===== src/hdl/bkp_pkg.sv =====
// Package: constants and types for the backplane slave block
package bkp_pkg;

  localparam int unsigned CLK_PERIOD_NS = 4;
  // Block-continue must settle within this many ns of reply
  localparam int unsigned CONT_SETTLE_NS = 75;
  localparam int unsigned CONT_SETTLE_CYC =
    (CONT_SETTLE_NS / CLK_PERIOD_NS < 1) ? 1 : CONT_SETTLE_NS / CLK_PERIOD_NS;
  // Hold of block-continue after strobe negation
  localparam int unsigned CONT_HOLD_NS = 20;
  localparam int unsigned CONT_HOLD_CYC =
    (CONT_HOLD_NS + CLK_PERIOD_NS - 1) / CLK_PERIOD_NS;

  localparam int unsigned DATA_W = 16;
  localparam int unsigned FIFO_DEPTH = 8;
  localparam int unsigned VEC_W = 16;
  localparam logic [VEC_W-1:0] VEC_LIMIT = 16'h0200; // Octal 001000
  localparam logic [VEC_W-1:0] VEC_DEFAULT = 16'h0040; // Arbitrary vector
  localparam logic [1:0] LVL_4 = 2'h0;
  localparam logic [1:0] LVL_5 = 2'h1;
  localparam logic [1:0] LVL_6 = 2'h2;
  localparam logic [1:0] LVL_7 = 2'h3;
  localparam logic [2:0] LVL_BASE = 3'h4;

  typedef struct packed {
    logic cycle_sync;
    logic out_strobe;
    logic in_strobe;
    logic block_request_line;
    logic write_byte_ctl;
    logic ack_chain_in;
  } bus_in_s;

  typedef struct packed {
    logic irq_level_four;
    logic irq_level_five;
    logic irq_level_six;
    logic irq_level_seven;
  } irq_s;

  typedef enum logic [4:0] {
    ST_IDLE = 5'h01,
    ST_REPLY = 5'h02,
    ST_WAIT_NEG = 5'h04,
    ST_VEC = 5'h08,
    ST_PASS = 5'h10
  } slv_state_e;

endpackage


===== src/hdl/bkp_slave.sv =====
// File: backplane slave for block writes and four-level interrupts
// Function
// - Slave replies to strobe; continue with reply if room remains.
// - Continue stable within 75 ns of reply, held 20 ns past strobe.
// - Slave drops reply only after the strobe drops.
// - Request only when enabled and pending, with level's lines.
// - Request lines stay until acknowledged.
// - Non-requesting device passes acknowledge down the chain.
// - Requesting device below level 6 yields to active higher request lines.
// - Equal priority goes to device nearest the processor.
// - Fixed vector below octal 001000 pointing to handler pair.
// - Winner blocks acknowledge, latched at in strobe leading edge.
// - Winner replies with vector on low 16 lines, removed after.
`timescale 1ns/1ps
module bkp_slave
  import bkp_pkg::*;
#(
  parameter logic [1:0] IRQ_LEVEL = LVL_4,
  parameter logic [VEC_W-1:0] VECTOR = VEC_DEFAULT,
  parameter int unsigned DEPTH = FIFO_DEPTH
) (
  input wire logic i_clock,
  input wire logic i_rst,
  input wire bus_in_s i_bus,
  input wire logic [DATA_W-1:0] i_muxed_addr_data,
  input wire irq_s i_irq_lines,
  output logic o_slave_reply,
  output logic o_refresh_block_continue,
  output logic [DATA_W-1:0] o_muxed_addr_data,
  output logic o_muxed_addr_data_oe,
  output logic o_ack_chain_out,
  output irq_s o_irq,
  input wire logic i_irq_enable,
  input wire logic i_irq_condition,
  output logic o_wr_valid,
  input wire logic i_wr_ready,
  output logic [DATA_W-1:0] o_wr_data
);
  // ****************************************************************
  // Input synchronisers
  // ****************************************************************
  localparam int unsigned SW = $bits(bus_in_s) + DATA_W + $bits(irq_s);
  logic [SW-1:0] s1_q, s2_q;
  bus_in_s bus;
  logic [DATA_W-1:0] dat;
  irq_s lines;

  always_ff @(posedge i_clock or posedge i_rst) begin
    if (i_rst) begin
      s1_q <= '0;
      s2_q <= '0;
    end else begin
      s1_q <= {i_bus, i_muxed_addr_data, i_irq_lines};
      s2_q <= s1_q;
    end
  end

  always_comb begin
    {bus, dat, lines} = s2_q;
  end

  // ****************************************************************
  // Write FIFO
  // ****************************************************************
  logic push;
  logic fifo_ready;

  bkp_fifo #(
    .WIDTH(DATA_W),
    .DEPTH(DEPTH)
  ) u_fifo (
    .i_clock(i_clock),
    .i_rst(i_rst),
    .i_in_valid(push),
    .o_in_ready(fifo_ready),
    .i_in_data(dat),
    .o_out_valid(o_wr_valid),
    .i_out_ready(i_wr_ready),
    .o_out_data(o_wr_data)
  );

  // ****************************************************************
  // Slave state machine
  // ****************************************************************
  function automatic logic higher_active(input irq_s l, input logic [1:0] v);
    case (v)
      LVL_4: higher_active = l.irq_level_five || l.irq_level_six;
      LVL_5: higher_active = l.irq_level_six;
      default: higher_active = 1'b0;
    endcase
  endfunction

  slv_state_e st_q, st_d;
  logic reply_q, reply_d;
  logic cont_q, cont_d;
  logic oe_q, oe_d;
  logic [DATA_W-1:0] drv_q, drv_d;
  logic ack_out_q, ack_out_d;
  logic block_q, block_d;
  logic pend_q, pend_d;
  logic din_q, din_d;
  logic [7:0] hold_q, hold_d;
  irq_s irq_q, irq_d;
  localparam int unsigned OW = $clog2(DEPTH) + 1;
  logic [OW-1:0] occ_q, occ_d;

  always_comb begin
    st_d = st_q;
    reply_d = reply_q;
    cont_d = cont_q;
    oe_d = oe_q;
    drv_d = drv_q;
    ack_out_d = 1'b0;
    block_d = block_q;
    pend_d = pend_q;
    hold_d = (hold_q != '0) ? hold_q - 8'h01 : hold_q;
    push = 1'b0;
    din_d = bus.in_strobe;
    if (i_irq_enable && i_irq_condition) begin
      pend_d = 1'b1;
    end
    // Winner decision latched on in strobe leading edge
    if (bus.in_strobe && !din_q) begin
      block_d = pend_q && !higher_active(lines, IRQ_LEVEL);
    end
    if (!bus.in_strobe) begin
      block_d = 1'b0;
    end
    case (st_q)
      ST_IDLE: begin
        if (bus.cycle_sync && bus.out_strobe && bus.write_byte_ctl) begin
          if (fifo_ready) begin
            push = 1'b1;
            reply_d = 1'b1;
            // Room for two more beyond this word
            cont_d = bus.block_request_line &&
              (occ_q < OW'(DEPTH - 2));
            st_d = ST_WAIT_NEG;
          end
        end else if (bus.in_strobe && bus.ack_chain_in) begin
          if (block_q) begin
            st_d = ST_VEC;
          end else if (din_q) begin
            st_d = ST_PASS;
          end
        end
      end
      ST_WAIT_NEG: begin
        if (!bus.out_strobe) begin
          reply_d = 1'b0;
          hold_d = 8'(CONT_HOLD_CYC);
          st_d = ST_REPLY;
        end
      end
      ST_REPLY: begin
        if (hold_q == '0) begin
          cont_d = 1'b0;
          st_d = ST_IDLE;
        end
      end
      ST_VEC: begin
        drv_d = VECTOR;
        oe_d = 1'b1;
        reply_d = 1'b1;
        if (!bus.in_strobe) begin
          reply_d = 1'b0;
          oe_d = 1'b0;
          pend_d = 1'b0;
          st_d = ST_IDLE;
        end
      end
      ST_PASS: begin
        ack_out_d = bus.ack_chain_in;
        if (!bus.in_strobe || !bus.ack_chain_in) begin
          st_d = ST_IDLE;
        end
      end
      default: st_d = ST_IDLE;
    endcase
    // Own count of queued words
    occ_d = occ_q + OW'(push) - OW'(o_wr_valid && i_wr_ready);
    if (i_irq_enable && i_irq_condition && st_q != ST_VEC) begin
      pend_d = 1'b1;
    end
    irq_d.irq_level_four = pend_d;
    irq_d.irq_level_five = pend_d && IRQ_LEVEL == LVL_5;
    irq_d.irq_level_six = pend_d && (IRQ_LEVEL == LVL_6 || IRQ_LEVEL == LVL_7);
    irq_d.irq_level_seven = pend_d && IRQ_LEVEL == LVL_7;
  end

  always_ff @(posedge i_clock or posedge i_rst) begin
    if (i_rst) begin
      st_q <= ST_IDLE;
      reply_q <= 1'b0;
      cont_q <= 1'b0;
      oe_q <= 1'b0;
      drv_q <= '0;
      ack_out_q <= 1'b0;
      block_q <= 1'b0;
      pend_q <= 1'b0;
      din_q <= 1'b0;
      hold_q <= '0;
      irq_q <= '0;
      occ_q <= '0;
    end else begin
      st_q <= st_d;
      reply_q <= reply_d;
      cont_q <= cont_d;
      oe_q <= oe_d;
      drv_q <= drv_d;
      ack_out_q <= ack_out_d;
      block_q <= block_d;
      pend_q <= pend_d;
      din_q <= din_d;
      hold_q <= hold_d;
      irq_q <= irq_d;
      occ_q <= occ_d;
    end
  end

  always_comb begin
    o_slave_reply = reply_q;
    o_refresh_block_continue = cont_q;
    o_muxed_addr_data = drv_q;
    o_muxed_addr_data_oe = oe_q;
    o_ack_chain_out = ack_out_q;
    o_irq = irq_q;
  end
endmodule


===== src/hdl/bkp_fifo.sv =====
// File: parameterised flip-flop FIFO with valid/ready on both sides
`timescale 1ns/1ps
module bkp_fifo
  import bkp_pkg::*;
#(
  parameter int unsigned WIDTH = DATA_W,
  parameter int unsigned DEPTH = FIFO_DEPTH
) (
  input wire logic i_clock,
  input wire logic i_rst,
  input wire logic i_in_valid,
  output logic o_in_ready,
  input wire logic [WIDTH-1:0] i_in_data,
  output logic o_out_valid,
  input wire logic i_out_ready,
  output logic [WIDTH-1:0] o_out_data
);
  localparam int unsigned AW = (DEPTH > 1) ? $clog2(DEPTH) : 1;

  logic [WIDTH-1:0] mem_q [DEPTH];
  logic [WIDTH-1:0] mem_d [DEPTH];
  logic [AW-1:0] wr_q, wr_d, rd_q, rd_d;
  logic [AW:0] cnt_q, cnt_d;
  logic push, pop;

  function automatic logic [AW-1:0] bump(input logic [AW-1:0] p);
    bump = (p == AW'(DEPTH - 1)) ? '0 : p + 1'b1;
  endfunction

  always_comb begin
    push = i_in_valid && (cnt_q != (AW+1)'(DEPTH));
    pop = i_out_ready && (cnt_q != '0);
    mem_d = mem_q;
    wr_d = wr_q;
    rd_d = rd_q;
    if (push) begin
      mem_d[wr_q] = i_in_data;
      wr_d = bump(wr_q);
    end
    if (pop) begin
      rd_d = bump(rd_q);
    end
    cnt_d = cnt_q + (AW+1)'(push) - (AW+1)'(pop);
    o_in_ready = (cnt_q != (AW+1)'(DEPTH));
    o_out_valid = (cnt_q != '0);
    o_out_data = mem_q[rd_q];
  end

  always_ff @(posedge i_clock or posedge i_rst) begin
    if (i_rst) begin
      wr_q <= '0;
      rd_q <= '0;
      cnt_q <= '0;
      for (int i = 0; i < DEPTH; i++) begin
        mem_q[i] <= '0;
      end
    end else begin
      wr_q <= wr_d;
      rd_q <= rd_d;
      cnt_q <= cnt_d;
      mem_q <= mem_d;
    end
  end
endmodule


===== config.mk =====
export PLATFORM = sky130hd
export DESIGN_NAME = bkp_slave
export DESIGN_NICKNAME = d
export VERILOG_FILES = /design/src/hdl/bkp_pkg.sv /design/src/hdl/bkp_slave.sv /design/src/hdl/bkp_fifo.sv
export SDC_FILE = /design/constraint.sdc
export NUM_CORES = 1
export LEC_CHECK = 0
export ABC_AREA = 1
export BUFFER_PORTS_ARGS = -buffer_cell sky130_fd_sc_hd__buf_4
export CAP_MARGIN = 20
export CORE_MARGIN = 2
export CORE_UTILIZATION = 60
export CTS_BUF_LIST = sky130_fd_sc_hd__clkbuf_8
export DETAILED_ROUTE_END_ITERATION = 8
export PLACE_DENSITY = 0.89
export SETUP_SLACK_MARGIN = 0.4
export SYNTH_ARGS = -nofsm -noshare
export SYNTH_HDL_FRONTEND = slang
export SYNTH_SLANG_ARGS = --single-unit

===== constraint.sdc =====
create_clock -name i_clock -period 20.8 [get_ports i_clock]
set_clock_uncertainty 0.2 [all_clocks]
set_input_delay 4.16 -clock i_clock [delete_from_list [all_inputs] [get_ports i_clock]]
set_output_delay 4.16 -clock i_clock [all_outputs]
set_load 0.01 [all_outputs]

# After elaboration in Yosys (flattened, before gate mapping)
# Cells that the tools add are included.
# classes
reduce_logical,25
n_lt_le_gt_ge,4
mul,0
bitwise_logic,2
n_shift,0
addsub,7
n_mux,41
div_mod_pow,0
eq_ne,19
# op_table
op,n
$bwmux W128,1
$bmux W16 S3,1
$demux W16 S3,1
$mux W16,3
$mux W5,9
$pmux W5 S5,1
$mux W8,3
$mux W1,18
$ne A2 B2 Y1 const B,6
$logic_and A1 B1 Y1,11
$add A4 B1 Y4,2
$ge A4 B4 Y1 const B,2
$logic_not A8 Y1,1
$ne A4 B4 Y1 const B,2
$not A3 Y4,2
$reduce_and A4 Y1,2
$reduce_bool A8 Y1,1
$sub A4 B1 Y4,2
$sub A8 B1 Y8 const B,1
$reduce_and A7 Y1,1
$add A3 B1 Y3 const B,2
$eq A3 B3 Y1 const B,2
$mux W3,2
$ne A3 B3 Y1 const B,2
16 further kinds,20
# totals
ramBits,0
out_inout_bits,41
memories,0
latchBits,0
input_bits,31
word_cells,122
regBits,215
mem_bits_ro,0

# Longest topological paths before layout
# depth
ltp_word,7
ltp_mapped,11
depth_no_buf,11

# Hierarchy
# A second synthesis with hierarchy kept.
# hier_totals
hier_cells,1322
hier_area_um2,10839.1
# modules_own_cells
mod,n_inst,seq_area_each_um2,cells_each,area_per_inst_um2
bkp_fifo,1,3453.3,1081,8025.2
bkp_slave,1,1828.0,241,2813.9

# Worst setup path before layout
# Ideal clock, no wire load.
# synth_path
kind,reg-to-output
startpoint,register u_fifo.rd_q[0]
endpoint,output port o_wr_data[2]
stages_incl_launch_ff,8
t_required_ns,16.440
n_path_buf,2
slack_ns,15.030
t_arrival_ns,1.410
cell_sequence,dfrtp_1 -> clkbuf_1 -> inv_1 -> clkbuf_1 -> nor2_1 -> o21ai_0 -> nor2_1 -> a31oi_1
# synth_between
elab_chain_cells,4
# synth_rtl
element,line_no,text
"start, declared",bkp_fifo.sv:22,"logic [AW-1:0] wr_q, wr_d, rd_q, rd_d;"
"start signal, assigned",bkp_fifo.sv:59,rd_q <= rd_d;
$not A3 Y4 (not written as such),bkp_fifo.sv:46,o_out_data = mem_q[rd_q];
$bmux W16 S3,bkp_fifo.sv:46,
$mux W16 (not written as such) (2 in a row),bkp_fifo.sv:46,
"end, declared",bkp_slave.sv:37,output logic [DATA_W-1:0] o_wr_data
# No other way between the ends. The select of a mux whose other input is x is not followed.

# Final worst setup path
# layout_path
startpoint,register u_fifo.rd_q[1]
endpoint,output port o_wr_data[12]
# The elaborated chain is that of the path after synthesis.

==> qor.yml <==
report.power.total_w: 0.00141
fmax_mhz: 133
place_ws_ps: 13970
clock-sinks: 211
core_area_um2: 15300
ctsHoldBuffers: 0
dp_hpwl_mm: 12.4
grt_overflow_total: 0
rsz0062_at_grt: "no"
drt_iter0_markers: 827
arrival_ps: 3140
via_per_inst: 5.66
mostFrequentLayoutCells: "nand2_1, dfrtp_1, o21ai_0, inv_1, nor2_1"
status: "completed"
die_height_um: 129
final-max-slew-violation-count: 0
fin_ws_ps: 13300
gp_congestion: 0.834
path_delay_family: "buffers and inverters"
fin_setup_tns_ps: 0
avgSynthCellArea_um2: 8.85
drive_gt1_share_pct: 11.0
grt_first_pass_wirelength_mm: 35.2
numCtsBuffers: 34
ys_types: 36
fin_crit_ps: 7500
vias: 7458
min_period_over_period_pct: 36.1
syn-instance-count: 1065
hold_violations: 0
drt-total-wl_mm: 21.4
die_area_um2: 16700
post-cts-setup-buffers: 0
p_per_area_nw_per_um2: 136
ys_ff_latch: 211
critical_path_class: "flip-flop to primary output"
whs_ps: 143
hp-class: "flip-flop to flip-flop"
required_ps: 16440
final_common_cell: "nand2_1"
post_cts_resized: 0
cts_max_level: 2
n_antenna_cell: 0
whs_path_depth: 0
start_kind: "flip-flop"
worst_pin_slew_ps: 1010
ys_seq_area_share_pct: 56.0
antenna_found_initial: 0
relSlewSlack_pct: 32.1
first_pass_iters: 5
track_usage_pct: 26.8
nets: 1139
synth_warnings: 0
grt_pass1_vias: 7211
crit_top_cell: "buf_4"
worst-r2r-cell-count: 6
antenna_left: 0
crit_chain: "buf_4 > clkinv_1 > a21oi_1 > o21ai_0 > a31oi_1 > buf_4"
worst-path-buf-inv: 3
cts_buffer_depth: 3
cp.depth: 6
wl_per_cell_um: 16.2
rows: 45
grt_max_degree: 134
port_buffers: 51
power_leakage_nw: 5.14
crit_fanout: 50
cap_violations: 0
ir_drop_mv: 0.0848
cp-end-kind: "primary output"
clkSlewWorstSetupHoldPaths_ps: 60
start_util_pct: 61.8
cts_tree: "built"
slowest_delay_ps: 850
root_buffer: "clkbuf_8"
setup_viol: 0
drc_errors: 0
clk_latency_ps: 520
critPathSlowestCell: "clkinv_1"
io_pins: 72
syn2layout_area_growth_pct: 9.50
syn_area_um2: 9430
die_x_um: 129
[cell type report]
type / count / area, um2
clock buffer: 37 / 509
clock inverter: 15 / 62.6
fill: 1093 / 4930
inverter: 89 / 342
multi-input combinational: 695 / 3410
sequential: 211 / 5280
tap: 211 / 264
timing repair buffer: 60 / 450
[sequential cells by signal (all words and copies together), names as in the netlist, 3 cells and up]
name          count
u_fifo.wr_q       3
s1_q             24
u_fifo.rd_q       3
hold_q            8
occ_q             4
u_fifo.cnt_q      4
s2_q             24
u_fifo.mem_q    128
st_q              5
[cells in the mapped netlist]
cell type  number  area, um2
nand2_1       252        946
dfrtp_1       210       5260
o21ai_0       196        981
inv_1          88        330
nor2_1         61        229
a21oi_1        57        285
clkbuf_1       45        169
o21ai_1        22        110
buf_4          19        143
nand3_1        18       90.1
a31oi_1        17        106
ha_1           15        188
buf_2          14       70.1
buf_6           6       67.6
nand4_1         5       31.3
xnor2_1         5       43.8
nand2_4         4       45.0
nor2_4          4       45.0
nor3_2          3       30.0
xor2_1          3       26.3
clkbuf_2        2       10.0
fa_1            2       40.0
nor2_8          2       40.0
nor3_4          2       32.5
o21ai_2         2       17.5
a211oi_1        1       7.51
buf_1           1       3.75
clkinv_1        1       3.75
conb_1          1       3.75
dfstp_2         1       26.3
nand3_4         1       17.5
nand3b_1        1       7.51
nor3_1          1       5.00
o21a_1          1       7.51
o21bai_1        1       7.51
or2_2           1       6.26
[final timing paths]
kind                                            start                           end  slack (ps)
max reg2reg                u_fifo.wr_q[1]$_DFFE_PP0P_  u_fifo.mem_q[36]$_DFFE_PP0P_       17950
max in group asynchronous                       i_rst    u_fifo.rd_q[0]$_DFFE_PP0P_       15270
min reg2reg                        s1_q[15]$_DFF_PP0_            s2_q[15]$_DFF_PP0_         140
min                                s1_q[15]$_DFF_PP0_            s2_q[15]$_DFF_PP0_         140
max                        u_fifo.rd_q[1]$_DFFE_PP0P_                 o_wr_data[12]       13300
min in group asynchronous                       i_rst             s1_q[1]$_DFF_PP0_        3580
[power by group]
part	internal, W	leakage, nW	total [W]	switching (W)
logic	0.000183	2.08	0.000523	0.000340
registers	0.000516	2.72	0.000571	0.0000546
clock network	0.000161	0.338	0.000313	0.000152
[per-stage QoR]
step / util, % / cell area [um2] / std cells
2_1_floorplan: - / 9490 / 1082
3_3_place_gp: 63.9 / 9750 / 1266
3_5_place_dp: 63.9 / 9750 / 1266
4_1_cts: 67.7 / 10300 / 1318
5_1_grt: 67.7 / 10300 / 1318
6_report: 67.7 / 10300 / 1318
[layer usage]
layer	wire, um	share of wire, %	track usage (%)
met5	0	0	0
met4	720	3.4	12.5
met3	2000	9.3	5.90
met1	8340	39	35.6
met2	10300	48	42.5
[logic make-up after synthesis]
family	synth area share, %
and+or+nand+nor	16.2
AOI/OAI and AO/OA	16.2
DFF	56.0
buffers and inverters	8.45
adders and majority gates	2.42
xor gates and xnor gates	0.743
other	0.0398
Note: power is estimated with default switching activity, not from simulation.
